File: src/verilog/dsr_pkg.sv
// Package for the drive status readout register bank.
// Assumes a host command parser that addresses registers by their index.
package dsr_pkg;
  // Register indices as addressed by the read command
  localparam logic [7:0] IDX_ANALOG_ONE   = 8'h3a;
  localparam logic [7:0] IDX_ANALOG_TWO   = 8'h3b;
  localparam logic [7:0] IDX_TRAJ_POS     = 8'h3c;
  localparam logic [7:0] IDX_CMD_MODE     = 8'h3d;
  localparam logic [7:0] IDX_VEL_STATE    = 8'h3e;
  localparam logic [7:0] IDX_PT_STATE     = 8'h3f;
  localparam logic [7:0] IDX_SEGMENT      = 8'h40;
  localparam logic [7:0] IDX_MOTOR_CUR    = 8'h41;
  localparam logic [7:0] IDX_CLAMP_PWR    = 8'h42;
  localparam logic [7:0] IDX_STATUS_CODE  = 8'h43;
  localparam logic [7:0] IDX_TEMPERATURE  = 8'h44;
  localparam logic [7:0] IDX_BUS_VOLT     = 8'h45;
  localparam logic [7:0] IDX_ACT_VEL      = 8'h46;
  localparam logic [7:0] IDX_TGT_VEL      = 8'h47;
  localparam logic [7:0] IDX_POS_ERR      = 8'h48;
  localparam logic [7:0] IDX_EXP_INPUTS   = 8'h49;
  localparam logic [7:0] IDX_PHASE_ERR    = 8'h4a;
  localparam logic [7:0] IDX_IO_SNAPSHOT  = 8'h4b;
  // Snapshot layouts
  localparam logic [1:0] LAYOUT_ONE   = 2'h0;
  localparam logic [1:0] LAYOUT_TWO   = 2'h1;
  localparam logic [1:0] LAYOUT_THREE = 2'h2;
  localparam logic [1:0] LAYOUT_FOUR  = 2'h3;
  // Field positions
  localparam int L1_OUT_POS   = 8;
  localparam int L2_OUT_POS   = 8;
  localparam int L2_IDX_POS   = 12;
  localparam int L3_OUT_POS   = 8;
  localparam int L4_OUT_POS   = 8;
  localparam int L4_IDX_POS   = 14;
  localparam int EXP_OUT_POS  = 8;
  localparam int EXP_ID_POS   = 15;
  // Analog count limits
  localparam logic [15:0] ADC_MAX   = 16'h7ff8;
  localparam logic [15:0] ADC_ZERO  = 16'h3fff;
  // Reset values
  localparam logic [15:0] RST_WORD  = 16'h0000;
  localparam logic [31:0] RST_LONG  = 32'h0000_0000;
  // Timing: one PWM period
  localparam int CLK_MHZ        = 125;
  localparam int PWM_PERIOD_US  = 62;
  localparam int PWM_CYCLES     = PWM_PERIOD_US * CLK_MHZ;
  // Velocity move states
  typedef enum logic [3:0] {
    VS_WAITING  = 4'h0,
    VS_RUNNING  = 4'h1,
    VS_FAST     = 4'h2,
    VS_STOPPING = 4'h3,
    VS_ENDING   = 4'h4
  } dsr_vel_type;
  // Point-to-point move states
  typedef enum logic [3:0] {
    PS_WAITING  = 4'h0,
    PS_BRAKE    = 4'h1,
    PS_CALC     = 4'h2,
    PS_ACCEL    = 4'h3,
    PS_CHANGE   = 4'h4,
    PS_AT_VEL   = 4'h5,
    PS_DECEL    = 4'h6,
    PS_FAST_DEC = 4'h7,
    PS_POSITION = 4'h8
  } dsr_pt_type;
endpackage

File: src/verilog/dsr_regs.sv
// Drive status readout: read-only status registers and move state codes.
// Assumes motion core events on clk_sys; isolated pins are asynchronous.
//
// Overview of operation
// - Layout one: index bit0, inputs 1-7, outputs 8-10
// - Layout one: inputs one when open, outputs inverse
// - Layout two: inputs 0-7, outputs 8-11, index 12
// - Layout two: inputs open one, outputs closed one
// - Layout three: index, step, dir, enable, output bit8
// - Layout three: bits 0-3 one when open
// - Layout four: inputs 0-3, outputs 8-9, index 14
// - Analog counts 0 to 32760, 16383 zero volts
// - Velocity state codes zero through four
// - Ending states last one 62 us period
// - Point state codes zero through eight
// - Point state meaningful only during feed moves
// - Brake wait state one before calculating
// - Immediate stop or kill in point move gives seven
// - Expanded inputs 0-7, outputs 8-11, 12-14 unused
// - Expanded I/O bits one when open
// - Bit 15 shows expansion board presence
// - Stepper target velocity updates only with stall option
// - Thirty-two bit trajectory position register
`timescale 1ns/1ps
module dsr_regs
(
  input  wire logic        clk_sys,             // System clock, 125 MHz
  input  wire logic        sys_rst,             // Asynchronous reset, high
  input  wire logic [1:0]  layout_sel,          // Snapshot layout variant
  input  wire logic        stepper_variant,     // High on stepper drives
  input  wire logic        stall_enable,        // Stall detect or prevent on
  input  wire logic        index_input,         // Encoder index pin, low = closed
  input  wire logic [7:0]  iso_input,           // Isolated inputs, 1 = open
  input  wire logic [3:0]  iso_output_closed,   // Output drive, 1 = closed
  input  wire logic        step_input,          // Step pin, 1 = open
  input  wire logic        dir_input,           // Direction pin, 1 = open
  input  wire logic        enable_input,        // Enable pin, 1 = open
  input  wire logic [7:0]  top_input,           // Top board inputs, 1 = open
  input  wire logic [3:0]  top_output_open,     // Driver board outputs, 1 = open
  input  wire logic        board_present,       // Expansion board fitted
  input  wire logic [15:0] analog_read_one,     // Raw converter count one
  input  wire logic [15:0] analog_read_two,     // Raw converter count two
  input  wire logic [31:0] traj_position,       // Trajectory position
  input  wire logic [15:0] cmd_mode,            // Command mode number
  input  wire logic [15:0] segment_in,          // Segment number
  input  wire logic [15:0] motor_current_in,    // Motor current
  input  wire logic [15:0] clamp_power_in,      // Clamp power
  input  wire logic [15:0] status_code_in,      // Status code
  input  wire logic [15:0] temperature_in,      // Temperature
  input  wire logic [15:0] bus_voltage_in,      // Bus voltage
  input  wire logic [15:0] act_velocity_in,     // Actual velocity
  input  wire logic [15:0] tgt_velocity_in,     // Target velocity
  input  wire logic [31:0] pos_error_in,        // Position error
  input  wire logic [15:0] phase_error_in,      // Phase error
  input  wire logic        jog_start,           // Jog command pulse
  input  wire logic        stop_jog_cmd,        // Controlled jog stop pulse
  input  wire logic        decel_stop_cmd,      // Decelerating stop pulse
  input  wire logic        decel_kill_cmd,      // Decelerating kill pulse
  input  wire logic        immediate_stop_cmd,  // Immediate stop pulse
  input  wire logic        kill_cmd,            // Kill pulse
  input  wire logic        motion_done,         // Motion reached zero speed
  input  wire logic        feed_length_cmd,     // Feed to length pulse
  input  wire logic        feed_position_cmd,   // Feed to position pulse
  input  wire logic        feed_sensor_cmd,     // Feed to sensor pulse
  input  wire logic        brake_released,      // Brake released level
  input  wire logic        calc_done,           // Move calculation done
  input  wire logic        at_speed,            // Accel finished
  input  wire logic        speed_change,        // Speed change requested
  input  wire logic        decel_start,         // Decel begins
  input  wire logic        rd_en,               // Read request pulse
  input  wire logic [7:0]  rd_index,            // Register index to read
  input  wire logic        wr_en,               // Write attempt pulse
  output logic             rd_valid,            // Read answer valid pulse
  output logic             rd_error,            // Unmapped index pulse
  output logic [31:0]      rd_data              // Read answer word
);

  // Two-stage synchronisers for every pin input
  localparam int PINS = 35;
  logic [PINS-1:0] pin_raw;     // Raw pin vector
  logic [PINS-1:0] pin_meta;    // First stage
  logic [PINS-1:0] pin_sync;    // Second stage, the only reader of first
  assign pin_raw = {board_present, top_output_open, top_input, enable_input, dir_input,
                    step_input, iso_output_closed, iso_input, index_input, 6'h00};

  // Synchroniser chain
  always_ff @(posedge clk_sys or posedge sys_rst)
  begin
    if (sys_rst)
    begin
      pin_meta <= '0;
      pin_sync <= '0;
    end
    else
    begin
      pin_meta <= pin_raw;
      pin_sync <= pin_meta;
    end
  end

  logic       s_index;          // Synchronised index
  logic [7:0] s_in;             // Synchronised inputs
  logic [3:0] s_out;            // Synchronised output closed states
  logic       s_step;           // Synchronised step
  logic       s_dir;            // Synchronised direction
  logic       s_en;             // Synchronised enable
  logic [7:0] s_top;            // Synchronised top inputs
  logic [3:0] s_topout;         // Synchronised top outputs
  logic       s_present;        // Synchronised board presence
  assign {s_present, s_topout, s_top, s_en, s_dir, s_step, s_out, s_in, s_index} = pin_sync[PINS-1:6];

  // Snapshot word per layout
  logic [15:0] snap_next;
  always_comb
  begin
    snap_next = dsr_pkg::RST_WORD;
    case (layout_sel)
      dsr_pkg::LAYOUT_ONE:
      begin
        snap_next[0] = s_index;
        snap_next[7:1] = s_in[6:0];
        snap_next[dsr_pkg::L1_OUT_POS +: 3] = s_out[2:0];
      end
      dsr_pkg::LAYOUT_TWO:
      begin
        snap_next[7:0] = s_in;
        snap_next[dsr_pkg::L2_OUT_POS +: 4] = s_out;
        snap_next[dsr_pkg::L2_IDX_POS] = s_index;
      end
      dsr_pkg::LAYOUT_THREE:
      begin
        snap_next[3:0] = {s_en, s_dir, s_step, s_index};
        snap_next[dsr_pkg::L3_OUT_POS] = s_out[0];
      end
      default:
      begin
        snap_next[3:0] = s_in[3:0];
        snap_next[dsr_pkg::L4_OUT_POS +: 2] = s_out[1:0];
        snap_next[dsr_pkg::L4_IDX_POS] = s_index;
      end
    endcase
  end

  // Expanded-input word
  logic [15:0] exp_next;
  always_comb
  begin
    exp_next = dsr_pkg::RST_WORD;
    exp_next[7:0] = s_top;
    exp_next[dsr_pkg::EXP_OUT_POS +: 4] = s_topout;
    exp_next[dsr_pkg::EXP_ID_POS] = s_present;
  end

  // Clamp a converter count into the legal range
  function automatic logic [15:0] adc_clamp(input logic [15:0] c);
    adc_clamp = (c > dsr_pkg::ADC_MAX) ? dsr_pkg::ADC_MAX : c;
  endfunction

  // Sampled status registers
  logic [15:0] snap_reg;
  logic [15:0] exp_reg;
  logic [15:0] an1_reg;
  logic [15:0] an2_reg;
  logic [15:0] tgt_vel_reg;
  always_ff @(posedge clk_sys or posedge sys_rst)
  begin
    if (sys_rst)
    begin
      snap_reg    <= dsr_pkg::RST_WORD;
      exp_reg     <= dsr_pkg::RST_WORD;
      an1_reg     <= dsr_pkg::ADC_ZERO;
      an2_reg     <= dsr_pkg::ADC_ZERO;
      tgt_vel_reg <= dsr_pkg::RST_WORD;
    end
    else
    begin
      snap_reg <= snap_next;
      exp_reg  <= exp_next;
      an1_reg  <= adc_clamp(analog_read_one);
      an2_reg  <= adc_clamp(analog_read_two);
      if (!stepper_variant || stall_enable)
      begin
        tgt_vel_reg <= tgt_velocity_in;
      end
    end
  end

  // PWM-period counters for the ending states
  localparam logic [13:0] END_LAST = 14'(dsr_pkg::PWM_CYCLES - 1);
  logic [13:0] vel_cnt_reg;
  logic [13:0] pt_cnt_reg;

  // Velocity move state machine
  dsr_pkg::dsr_vel_type vel_reg;
  always_ff @(posedge clk_sys or posedge sys_rst)
  begin
    if (sys_rst)
    begin
      vel_reg     <= dsr_pkg::VS_WAITING;
      vel_cnt_reg <= '0;
    end
    else
    begin
      case (vel_reg)
        dsr_pkg::VS_WAITING:
        begin
          if (jog_start)
          begin
            vel_reg <= dsr_pkg::VS_RUNNING;
          end
        end
        dsr_pkg::VS_RUNNING:
        begin
          if (immediate_stop_cmd || kill_cmd)
          begin
            vel_reg <= dsr_pkg::VS_FAST;
          end
          else if (stop_jog_cmd || decel_stop_cmd || decel_kill_cmd)
          begin
            vel_reg <= dsr_pkg::VS_STOPPING;
          end
        end
        dsr_pkg::VS_FAST, dsr_pkg::VS_STOPPING:
        begin
          if (immediate_stop_cmd || kill_cmd)
          begin
            vel_reg <= dsr_pkg::VS_FAST;
          end
          else if (motion_done)
          begin
            vel_reg     <= dsr_pkg::VS_ENDING;
            vel_cnt_reg <= '0;
          end
        end
        dsr_pkg::VS_ENDING:
        begin
          if (vel_cnt_reg == END_LAST)
          begin
            vel_reg <= dsr_pkg::VS_WAITING;
          end
          else
          begin
            vel_cnt_reg <= vel_cnt_reg + 14'h0001;
          end
        end
        default:
        begin
          vel_reg <= dsr_pkg::VS_WAITING;
        end
      endcase
    end
  end

  // Point-to-point move state machine
  dsr_pkg::dsr_pt_type pt_reg;
  logic feed_start;
  logic pt_stop;
  assign feed_start = feed_length_cmd || feed_position_cmd || feed_sensor_cmd;
  assign pt_stop    = immediate_stop_cmd || kill_cmd;
  always_ff @(posedge clk_sys or posedge sys_rst)
  begin
    if (sys_rst)
    begin
      pt_reg     <= dsr_pkg::PS_WAITING;
      pt_cnt_reg <= '0;
    end
    else
    begin
      case (pt_reg)
        dsr_pkg::PS_WAITING:
        begin
          if (feed_start)
          begin
            pt_reg <= dsr_pkg::PS_BRAKE;
          end
        end
        dsr_pkg::PS_BRAKE:
        begin
          if (pt_stop)
          begin
            pt_reg <= dsr_pkg::PS_FAST_DEC;
          end
          else if (brake_released)
          begin
            pt_reg <= dsr_pkg::PS_CALC;
          end
        end
        dsr_pkg::PS_CALC:
        begin
          if (pt_stop)
          begin
            pt_reg <= dsr_pkg::PS_FAST_DEC;
          end
          else if (calc_done)
          begin
            pt_reg <= dsr_pkg::PS_ACCEL;
          end
        end
        dsr_pkg::PS_ACCEL, dsr_pkg::PS_CHANGE, dsr_pkg::PS_AT_VEL:
        begin
          if (pt_stop)
          begin
            pt_reg <= dsr_pkg::PS_FAST_DEC;
          end
          else if (decel_start)
          begin
            pt_reg <= dsr_pkg::PS_DECEL;
          end
          else if (speed_change)
          begin
            pt_reg <= dsr_pkg::PS_CHANGE;
          end
          else if (at_speed)
          begin
            pt_reg <= dsr_pkg::PS_AT_VEL;
          end
        end
        dsr_pkg::PS_DECEL, dsr_pkg::PS_FAST_DEC:
        begin
          if (pt_stop)
          begin
            pt_reg <= dsr_pkg::PS_FAST_DEC;
          end
          else if (motion_done)
          begin
            pt_reg     <= dsr_pkg::PS_POSITION;
            pt_cnt_reg <= '0;
          end
        end
        dsr_pkg::PS_POSITION:
        begin
          if (pt_cnt_reg == END_LAST)
          begin
            pt_reg <= dsr_pkg::PS_WAITING;
          end
          else
          begin
            pt_cnt_reg <= pt_cnt_reg + 14'h0001;
          end
        end
        default:
        begin
          pt_reg <= dsr_pkg::PS_WAITING;
        end
      endcase
    end
  end

  // Read decode; writes never touch any register
  logic [31:0] rd_word;
  logic        rd_hit;
  always_comb
  begin
    rd_hit  = 1'b1;
    rd_word = dsr_pkg::RST_LONG;
    if (rd_index == dsr_pkg::IDX_ANALOG_ONE)        rd_word = {16'h0000, an1_reg};
    else if (rd_index == dsr_pkg::IDX_ANALOG_TWO)   rd_word = {16'h0000, an2_reg};
    else if (rd_index == dsr_pkg::IDX_TRAJ_POS)     rd_word = traj_position;
    else if (rd_index == dsr_pkg::IDX_CMD_MODE)     rd_word = {16'h0000, cmd_mode};
    else if (rd_index == dsr_pkg::IDX_VEL_STATE)    rd_word = {28'h0000000, vel_reg};
    else if (rd_index == dsr_pkg::IDX_PT_STATE)     rd_word = {28'h0000000, pt_reg};
    else if (rd_index == dsr_pkg::IDX_SEGMENT)      rd_word = {16'h0000, segment_in};
    else if (rd_index == dsr_pkg::IDX_MOTOR_CUR)    rd_word = {16'h0000, motor_current_in};
    else if (rd_index == dsr_pkg::IDX_CLAMP_PWR)    rd_word = {16'h0000, clamp_power_in};
    else if (rd_index == dsr_pkg::IDX_STATUS_CODE)  rd_word = {16'h0000, status_code_in};
    else if (rd_index == dsr_pkg::IDX_TEMPERATURE)  rd_word = {16'h0000, temperature_in};
    else if (rd_index == dsr_pkg::IDX_BUS_VOLT)     rd_word = {16'h0000, bus_voltage_in};
    else if (rd_index == dsr_pkg::IDX_ACT_VEL)      rd_word = {16'h0000, act_velocity_in};
    else if (rd_index == dsr_pkg::IDX_TGT_VEL)      rd_word = {16'h0000, tgt_vel_reg};
    else if (rd_index == dsr_pkg::IDX_POS_ERR)      rd_word = pos_error_in;
    else if (rd_index == dsr_pkg::IDX_EXP_INPUTS)   rd_word = {16'h0000, exp_reg};
    else if (rd_index == dsr_pkg::IDX_PHASE_ERR)    rd_word = {16'h0000, phase_error_in};
    else if (rd_index == dsr_pkg::IDX_IO_SNAPSHOT)  rd_word = {16'h0000, snap_reg};
    else rd_hit = 1'b0;
  end

  // Registered read answer; wr_en is deliberately not used by any register
  always_ff @(posedge clk_sys or posedge sys_rst)
  begin
    if (sys_rst)
    begin
      rd_valid <= 1'b0;
      rd_error <= 1'b0;
      rd_data  <= dsr_pkg::RST_LONG;
    end
    else
    begin
      rd_valid <= rd_en && rd_hit;
      rd_error <= rd_en && !rd_hit;
      if (rd_en)
      begin
        rd_data <= rd_word;
      end
    end
  end

  // Assertions
  // Helper count of cycles spent in the velocity ending state, kept apart from the machine's own counter
  logic [13:0] vel_end_seen_reg;
  always_ff @(posedge clk_sys or posedge sys_rst)
  begin
    if (sys_rst)
      vel_end_seen_reg <= '0;
    else
      vel_end_seen_reg <= (vel_reg == dsr_pkg::VS_ENDING) ? vel_end_seen_reg + 14'h0001 : 14'h0000;
  end
  a_ending_one_period: assert property (@(posedge clk_sys) disable iff (sys_rst)
    (vel_reg == dsr_pkg::VS_WAITING && $past(vel_reg) == dsr_pkg::VS_ENDING)
      |-> ($past(vel_end_seen_reg) == END_LAST))
    else $error("velocity ending state too short");
  a_ending_no_overrun: assert property (@(posedge clk_sys) disable iff (sys_rst)
    (vel_reg == dsr_pkg::VS_ENDING) |-> (vel_end_seen_reg <= END_LAST))
    else $error("velocity ending state too long");
  a_vel_fast_stop: assert property (@(posedge clk_sys) disable iff (sys_rst)
    (vel_reg == dsr_pkg::VS_RUNNING && immediate_stop_cmd) |=> (vel_reg == dsr_pkg::VS_FAST))
    else $error("immediate stop did not fast stop");
  a_vel_decel_stop: assert property (@(posedge clk_sys) disable iff (sys_rst)
    (vel_reg == dsr_pkg::VS_RUNNING && !immediate_stop_cmd && !kill_cmd && stop_jog_cmd)
      |=> (vel_reg == dsr_pkg::VS_STOPPING))
    else $error("jog stop did not decelerate");
  a_vel_code_range: assert property (@(posedge clk_sys) disable iff (sys_rst)
    vel_reg <= 4'h4)
    else $error("velocity state code out of range");
  a_pt_code_range: assert property (@(posedge clk_sys) disable iff (sys_rst)
    pt_reg <= 4'h8)
    else $error("point state code out of range");
  a_pt_brake_first: assert property (@(posedge clk_sys) disable iff (sys_rst)
    (pt_reg == dsr_pkg::PS_WAITING && feed_start) |=> (pt_reg == dsr_pkg::PS_BRAKE))
    else $error("feed move skipped brake wait");
  a_pt_kill_fast: assert property (@(posedge clk_sys) disable iff (sys_rst)
    (pt_reg != dsr_pkg::PS_WAITING && pt_reg != dsr_pkg::PS_POSITION && pt_stop)
      |=> (pt_reg == dsr_pkg::PS_FAST_DEC))
    else $error("stop in point move not fast decel");
  a_exp_presence: assert property (@(posedge clk_sys) disable iff (sys_rst)
    (rd_en && rd_index == dsr_pkg::IDX_EXP_INPUTS) |=> (rd_data[15] == $past(exp_reg[15]) && rd_data[14:12] == 3'h0))
    else $error("expanded presence bit wrong");
  a_analog_range: assert property (@(posedge clk_sys) disable iff (sys_rst)
    (rd_valid && $past(rd_index) == dsr_pkg::IDX_ANALOG_ONE) |-> (rd_data <= 32'h0000_7ff8))
    else $error("analog count above limit");
  a_write_ignored: assert property (@(posedge clk_sys) disable iff (sys_rst)
    (wr_en && !rd_en) |=> $stable(rd_data))
    else $error("write changed read data");
endmodule

File: config.mk
export PLATFORM = sky130hd
export DESIGN_NAME = dsr_regs
export DESIGN_NICKNAME = d
export VERILOG_FILES = /design/src/verilog/dsr_pkg.sv /design/src/verilog/dsr_regs.sv
export SDC_FILE = /design/constraint.sdc
export NUM_CORES = 1
export LEC_CHECK = 0
export ABC_AREA = 1
export BUFFER_PORTS_ARGS = -buffer_cell sky130_fd_sc_hd__buf_2
export CAP_MARGIN = 20
export CORE_MARGIN = 5
export CORE_UTILIZATION = 46
export CTS_CLUSTER_DIAMETER = 80
export DETAILED_ROUTE_END_ITERATION = 10
export GPL_TIMING_DRIVEN = 0
export PLACE_DENSITY = 0.77
export SYNTH_ARGS = -nofsm -noshare
export SYNTH_HDL_FRONTEND = slang
export SYNTH_SLANG_ARGS = --single-unit
File: constraint.sdc
create_clock -name clk_sys -period 6.1 [get_ports clk_sys]
set_input_delay 0.915 -clock clk_sys [delete_from_list [all_inputs] [get_ports clk_sys]]
set_output_delay 0.915 -clock clk_sys [all_outputs]
set_load 0.05 [all_outputs]
After elaboration in Yosys (flattened, before gate mapping)
Cells that the tools add are included.
W data, S select, Z words.
- $mul: 0
- reductions and logical operators: 24
- shift-type cells: 0
- order comparisons: 2
- add/sub/neg operators: 2
- bitwise logic cells: 0
- muxes and demuxes: 70
- equality and inequality tests: 50
- divide/modulo/power cells: 0
- operators by type and width (cell ; number):
    $mux W32 ; 15
    $eq A8 B7 Y1 const B ; 12
    $mux W4 ; 18
    $mux W16 ; 4
    $mux W14 ; 4
    $pmux W14 S2 ; 2
    $eq A8 B6 Y1 const B ; 6
    $gt A16 B15 Y1 const B ; 2
    $add A14 B1 Y14 const B ; 2
    $eq A14 B13 Y1 const B ; 2
    $pmux W4 S6 ; 1
    $mux W1 ; 21
    $eq A4 B3 Y1 const B ; 5
    $ne A2 B2 Y1 const B ; 10
    $eq A4 B2 Y1 const B ; 4
    $pmux W4 S2 ; 2
    $pmux W4 S4 ; 1
    $mux W15 ; 1
    $ne A3 B3 Y1 const B ; 5
    $reduce_and A4 Y1 ; 3
    $eq A4 B1 Y1 const B ; 2
    $logic_not A4 Y1 ; 2
    $logic_or A1 B1 Y1 ; 6
    $reduce_and A6 Y1 ; 1
    other kinds (11) ; 17
- memories kept: 0
- output and inout bits: 34
- flip-flop bits (word level): 203
- input port bits: 316
- memory bits (read-only): 0
- memory bits (writable): 0
- latch bits: 0
- word-level logic and storage cells: 162

Longest topological paths before layout
- word-level depth: 21
- depth in mapped cells: 17
- depth with buffers taken out: 15

Worst setup path before layout
OpenSTA, ideal clock, no wires.
- kind: input to register
- start: input port rd_index[7]
- end: register rd_data[10]
- setup slack: 3.796 ns
- buffers on the path: 2
- data required time: 5.987 ns
- setup time: 0.113 ns
- arrival time: 2.191 ns
- cell stages on the path: 13
- cell sequence: inv_1 -> nand2_2 -> nor2_8 -> buf_6 -> nand4_2 -> clkbuf_1 -> or2_1 -> nand2_1 -> nand2_1 -> nand2_1 -> nand4_1 -> nand2_1 -> inv_1
- word-level cells in the longest chain between the ends: 19
- elaborated cells between the ends (all ways): 36
- those cells by class: eq/ne: 18; mux: 18
- ends and longest elaborated chain (element ; line ; RTL):
    start: declaration ; dsr_regs.sv:71 ; input wire logic [7:0] rd_index,
    $eq A8 B7 Y1 ; dsr_regs.sv:373 ; else if (rd_index == dsr_pkg::IDX_IO_SNAPSHOT) rd_word = {16'h0000, snap_reg};
    $mux W15 ; dsr_regs.sv:373 ;
    $mux W16 ; dsr_regs.sv:372 ; else if (rd_index == dsr_pkg::IDX_PHASE_ERR) rd_word = {16'h0000, phase_error_in};
    $mux W16 ; dsr_regs.sv:371 ; else if (rd_index == dsr_pkg::IDX_EXP_INPUTS) rd_word = {16'h0000, exp_reg};
    $mux W32 ; dsr_regs.sv:370 ; else if (rd_index == dsr_pkg::IDX_POS_ERR) rd_word = pos_error_in;
    $mux W32 ; dsr_regs.sv:369 ; else if (rd_index == dsr_pkg::IDX_TGT_VEL) rd_word = {16'h0000, tgt_vel_reg};
    $mux W32 ; dsr_regs.sv:368 ; else if (rd_index == dsr_pkg::IDX_ACT_VEL) rd_word = {16'h0000, act_velocity_in};
    $mux W32 ; dsr_regs.sv:367 ; else if (rd_index == dsr_pkg::IDX_BUS_VOLT) rd_word = {16'h0000, bus_voltage_in};
    [3 not listed] ; - ;
    $mux W32 ; dsr_regs.sv:363 ; else if (rd_index == dsr_pkg::IDX_MOTOR_CUR) rd_word = {16'h0000, motor_current_in};
    $mux W32 ; dsr_regs.sv:362 ; else if (rd_index == dsr_pkg::IDX_SEGMENT) rd_word = {16'h0000, segment_in};
    $mux W32 ; dsr_regs.sv:361 ; else if (rd_index == dsr_pkg::IDX_PT_STATE) rd_word = {28'h0000000, pt_reg};
    $mux W32 ; dsr_regs.sv:360 ; else if (rd_index == dsr_pkg::IDX_VEL_STATE) rd_word = {28'h0000000, vel_reg};
    $mux W32 ; dsr_regs.sv:359 ; else if (rd_index == dsr_pkg::IDX_CMD_MODE) rd_word = {16'h0000, cmd_mode};
    $mux W32 ; dsr_regs.sv:358 ; else if (rd_index == dsr_pkg::IDX_TRAJ_POS) rd_word = traj_position;
    $mux W32 ; dsr_regs.sv:357 ; else if (rd_index == dsr_pkg::IDX_ANALOG_TWO) rd_word = {16'h0000, an2_reg};
    $mux W32 (*) ; dsr_regs.sv:356 ; if (rd_index == dsr_pkg::IDX_ANALOG_ONE) rd_word = {16'h0000, an1_reg};
    end signal: assignment ; dsr_regs.sv:384 ; rd_data <= dsr_pkg::RST_LONG;
    end signal: assignment ; dsr_regs.sv:392 ; rd_data <= rd_word;
    end: declaration ; dsr_regs.sv:75 ; output logic [31:0] rd_data
Every way passes the cells marked *; elsewhere a longest branch is shown, timed or not.
A chain may end at the register's enable or synchronous reset.

Worst setup path after layout
- start: input port rd_index[7]
- end: register rd_data[1]
The elaborated chain is that of the path after synthesis.

==> flow_metrics.tcl <==
set metrics [dict create \
    dp_hpwl_mm 28.2 \
    fill_cells 1927 \
    cap_violations 0 \
    reg2reg_depth 9 \
    antenna_found_initial 7 \
    hold_viol_final 0 \
    syn_inst 1231 \
    cts-buffers-inserted 23 \
    path_max_fanout 10 \
    routedWlPerCell_microns 18.4 \
    period_needed_ns 2.61 \
    setup_tns_ns 0 \
    drt_iter0_markers 870 \
    ir_drop_mv 0.275 \
    path_class "input port to flop" \
    syn_area_per_cell_sq_um 8.26 \
    rows 54 \
    synthDominantCellAreaShare_pct 42.8 \
    synthFlopType "dfrtp_1" \
    initial_core_util_pct 46.7 \
    leakage_nw 6.92 \
    gp_congestion 1.03 \
    outcome "finished clean" \
    vias 9999 \
    r2r-end "pt_cnt_reg[12]" \
    cts-htree-levels 1 \
    io_pins 350 \
    drc 0 \
    routed_wirelength_mm 35.1 \
    async_flop_share_pct 100 \
    grt_pass1_wl_mm 51.0 \
    min_period_over_period_pct 42.7 \
    skew_ns 0.0156 \
    cts_root_buf "clkbuf_16" \
    cp.arrival_ns 3.00 \
    whs_endpoint "pin_sync[27]" \
    io_buffer_count 347 \
    syn_to_final_growth_pct 29.8 \
    postCtsHoldBufs 0 \
    clkLatencyLatePin_ns 0.51 \
    dieArea_sq_um 25200 \
    grt_pass1_vias 9591 \
    cts_resized 0 \
    finalSetupViolCount 0 \
    overflow 0 \
    clk_pin_slew_worst_paths_ns 0.06 \
    hold_path.class "flop to flop" \
    synth-edff-count 0 \
    grt_max_degree 42 \
    rsz0062_at_grt "false" \
    synth_warnings 0 \
    cts_setup_buffers 0 \
    ant_nets 0 \
    largest_reg_flops 32 \
    r2r_slack_ns 3.94 \
    startpoint_type "input port" \
    holdPathStages 0 \
    clock_path_buffers 3 \
    synthTopCellsByArea "dfrtp_1 43%, nand2_1 13%, dfstp_2 7.2%" \
    track_usage_pct 26.4 \
    fp.dieH_microns 159 \
    end_kind "flop" \
    largest-register "rd_data" \
    vias_per_cell 5.22 \
    synth_top_area_cell "dfrtp_1" \
    fp.dieW_microns 159 \
    core-area_sq_um 21800 \
    powerDensity_nw_per_um2 267 \
    drive_above_1_share_pct 32.0 \
    synth_seq_cells 202 \
    hold_start "pin_meta[27]" \
    max_freq_ghz 0.384 \
    dr.pass1.iters 5 \
    synth_cell_type_count 53 \
    drv_slew 0 \
    cts.sinks 202 \
    cts_tree "done" \
    reg_top3 "rd_data (32), pin_meta (29), pin_sync (29)" \
    synth_area_sq_um 10200 \
    fin_nets 1930 \
    worstPathRequired_ns 6.50 \
    r2r_start "pt_reg[0]" \
    final_util_pct 60.6 \
    tightest_slew_ns 0.735 \
    seq_area_frac_synth_pct 50.1 \
    relSlewSlack_pct 50.8 \
    cp-startpoint "rd_index[7]" \
]
[cell usage after synthesis (6+ instances only)]
cell type  instances
or2_1             13
nand2_2           10
nor3_1            36
xor2_1            11
nor4_1            10
clkbuf_1          10
o21ai_0           40
mux2_2            13
or2_2             18
a221oi_1          10
inv_2             11
o21ai_1            6
a22o_1            16
a21oi_1           44
o22ai_1           13
dfrtp_1          174
buf_4              7
dfstp_2           28
nor2_1            86
o31ai_1            7
nand3_1           76
buf_2             11
nand4_1           33
inv_1            149
nand2_1          340
[through the flow]
stage	std cells	worst slack, ns	hold slack (ns)	total power, mW	instance area (sq um)
6_report	1914	3.49	0.340	3.52	13200
5_1_grt	1914	3.38	0.351	3.67	13200
4_1_cts	1907	3.56	0.343	3.54	13200
3_5_place_dp	1865	3.03	0.335	2.13	12400
3_3_place_gp	1859	1.46	0.333	2.11	12300
2_1_floorplan	1232	2.59	0.331	1.89	10200
[power by group]
group / switching, mW / total (mW) / internal [mW]
registers: 0.103 / 1.57 / 1.47
clock network: 0.556 / 1.40 / 0.841
logic: 0.338 / 0.549 / 0.212
total: 0.997 / 3.52 / 2.52
[how the worst max path moves through the flow]
stage	endpoint	slack, ns	cells past startpoint
2_1_floorplan	an1_reg[14]	2.59	1
3_5_place_dp	rd_data[1]	3.03	15
6_report	rd_data[1]	3.49	15
5_1_grt	rd_data[1]	3.38	15
3_3_place_gp	rd_data[7]	1.46	2
4_1_cts	rd_data[1]	3.56	15
[placed cells by master, fill, tap and decap left out, drive strengths merged, types with 3 or more instances in the layout]
master,instances
a221o,4
xor2,11
clkinv,7
o31ai,7
nor4,11
a221oi,10
dfrtp,174
diode,7
ha,4
nor3,37
nand4,34
clkbuf,42
nand2,355
nand3,78
mux2,13
or2,34
nor2,94
nand3b,3
dfstp,28
o22ai,13
inv,163
clkinvlp,4
a21oi,48
a22o,16
buf,376
o21ai,46
[kinds of logic (layout without fill, tap and decap cells)]
group / Yosys count / after routing / synth area share, %
XOR/XNOR: 11 / 11 / 0.948
flip-flops: 202 / 202 / 50.1
AND/OR/NAND/NOR: 649 / 649 / 29.4
multiplexers: 14 / 14 / 1.54
adder cells (fa/ha/maj): 4 / 4 / 0.493
other: 1 / 9 / 0.0369
buffers and inverters: 198 / 593 / 8.13
AO/OA/AOI/OAI: 152 / 152 / 9.36
[worst max-delay path: stages]
cell and delay [ns]:
buf_2 0.10, inv_1 0.05, nand2_2 0.08, nor2_8 0.25, buf_6 0.19, nand4_2 0.26, clkbuf_1 0.29, o21ai_1 0.16
nand2_1 0.12, nand2_1 0.17, nand3_1 0.09, nand2_1 0.08, nand4_1 0.07, nand2_1 0.09, nand2_1 0.06
[routing by layer]
| layer | share of wire, % | vias up | track usage [%] |
|---|---|---|---|
| li1 | - | 4768 | - |
| met1 | 38 | 4625 | 33.8 |
| met2 | 49 | 521 | 44.9 |
| met3 | 8.7 | 85 | 4.13 |
| met4 | 4.1 | 0 | 10.8 |
| met5 | 0 | - | 0 |
[layout make-up]
| type | instances | area, sq um | share of cell area [%] |
|---|---|---|---|
| Antenna cell | 7 | 17.5 | 0.133 |
| Buffer | 33 | 201 | 1.53 |
| Clock buffer | 32 | 692 | 5.25 |
| Clock inverter | 10 | 93.8 | 0.712 |
| Inverter | 165 | 628 | 4.76 |
| Multi-Input combinational cell | 832 | 4250 | 32.2 |
| Sequential cell | 202 | 5090 | 38.6 |
| Tap cell | 280 | 350 | 2.66 |
| Timing Repair Buffer | 353 | 1860 | 14.1 |
Note: power is estimated with default switching activity, not from simulation.
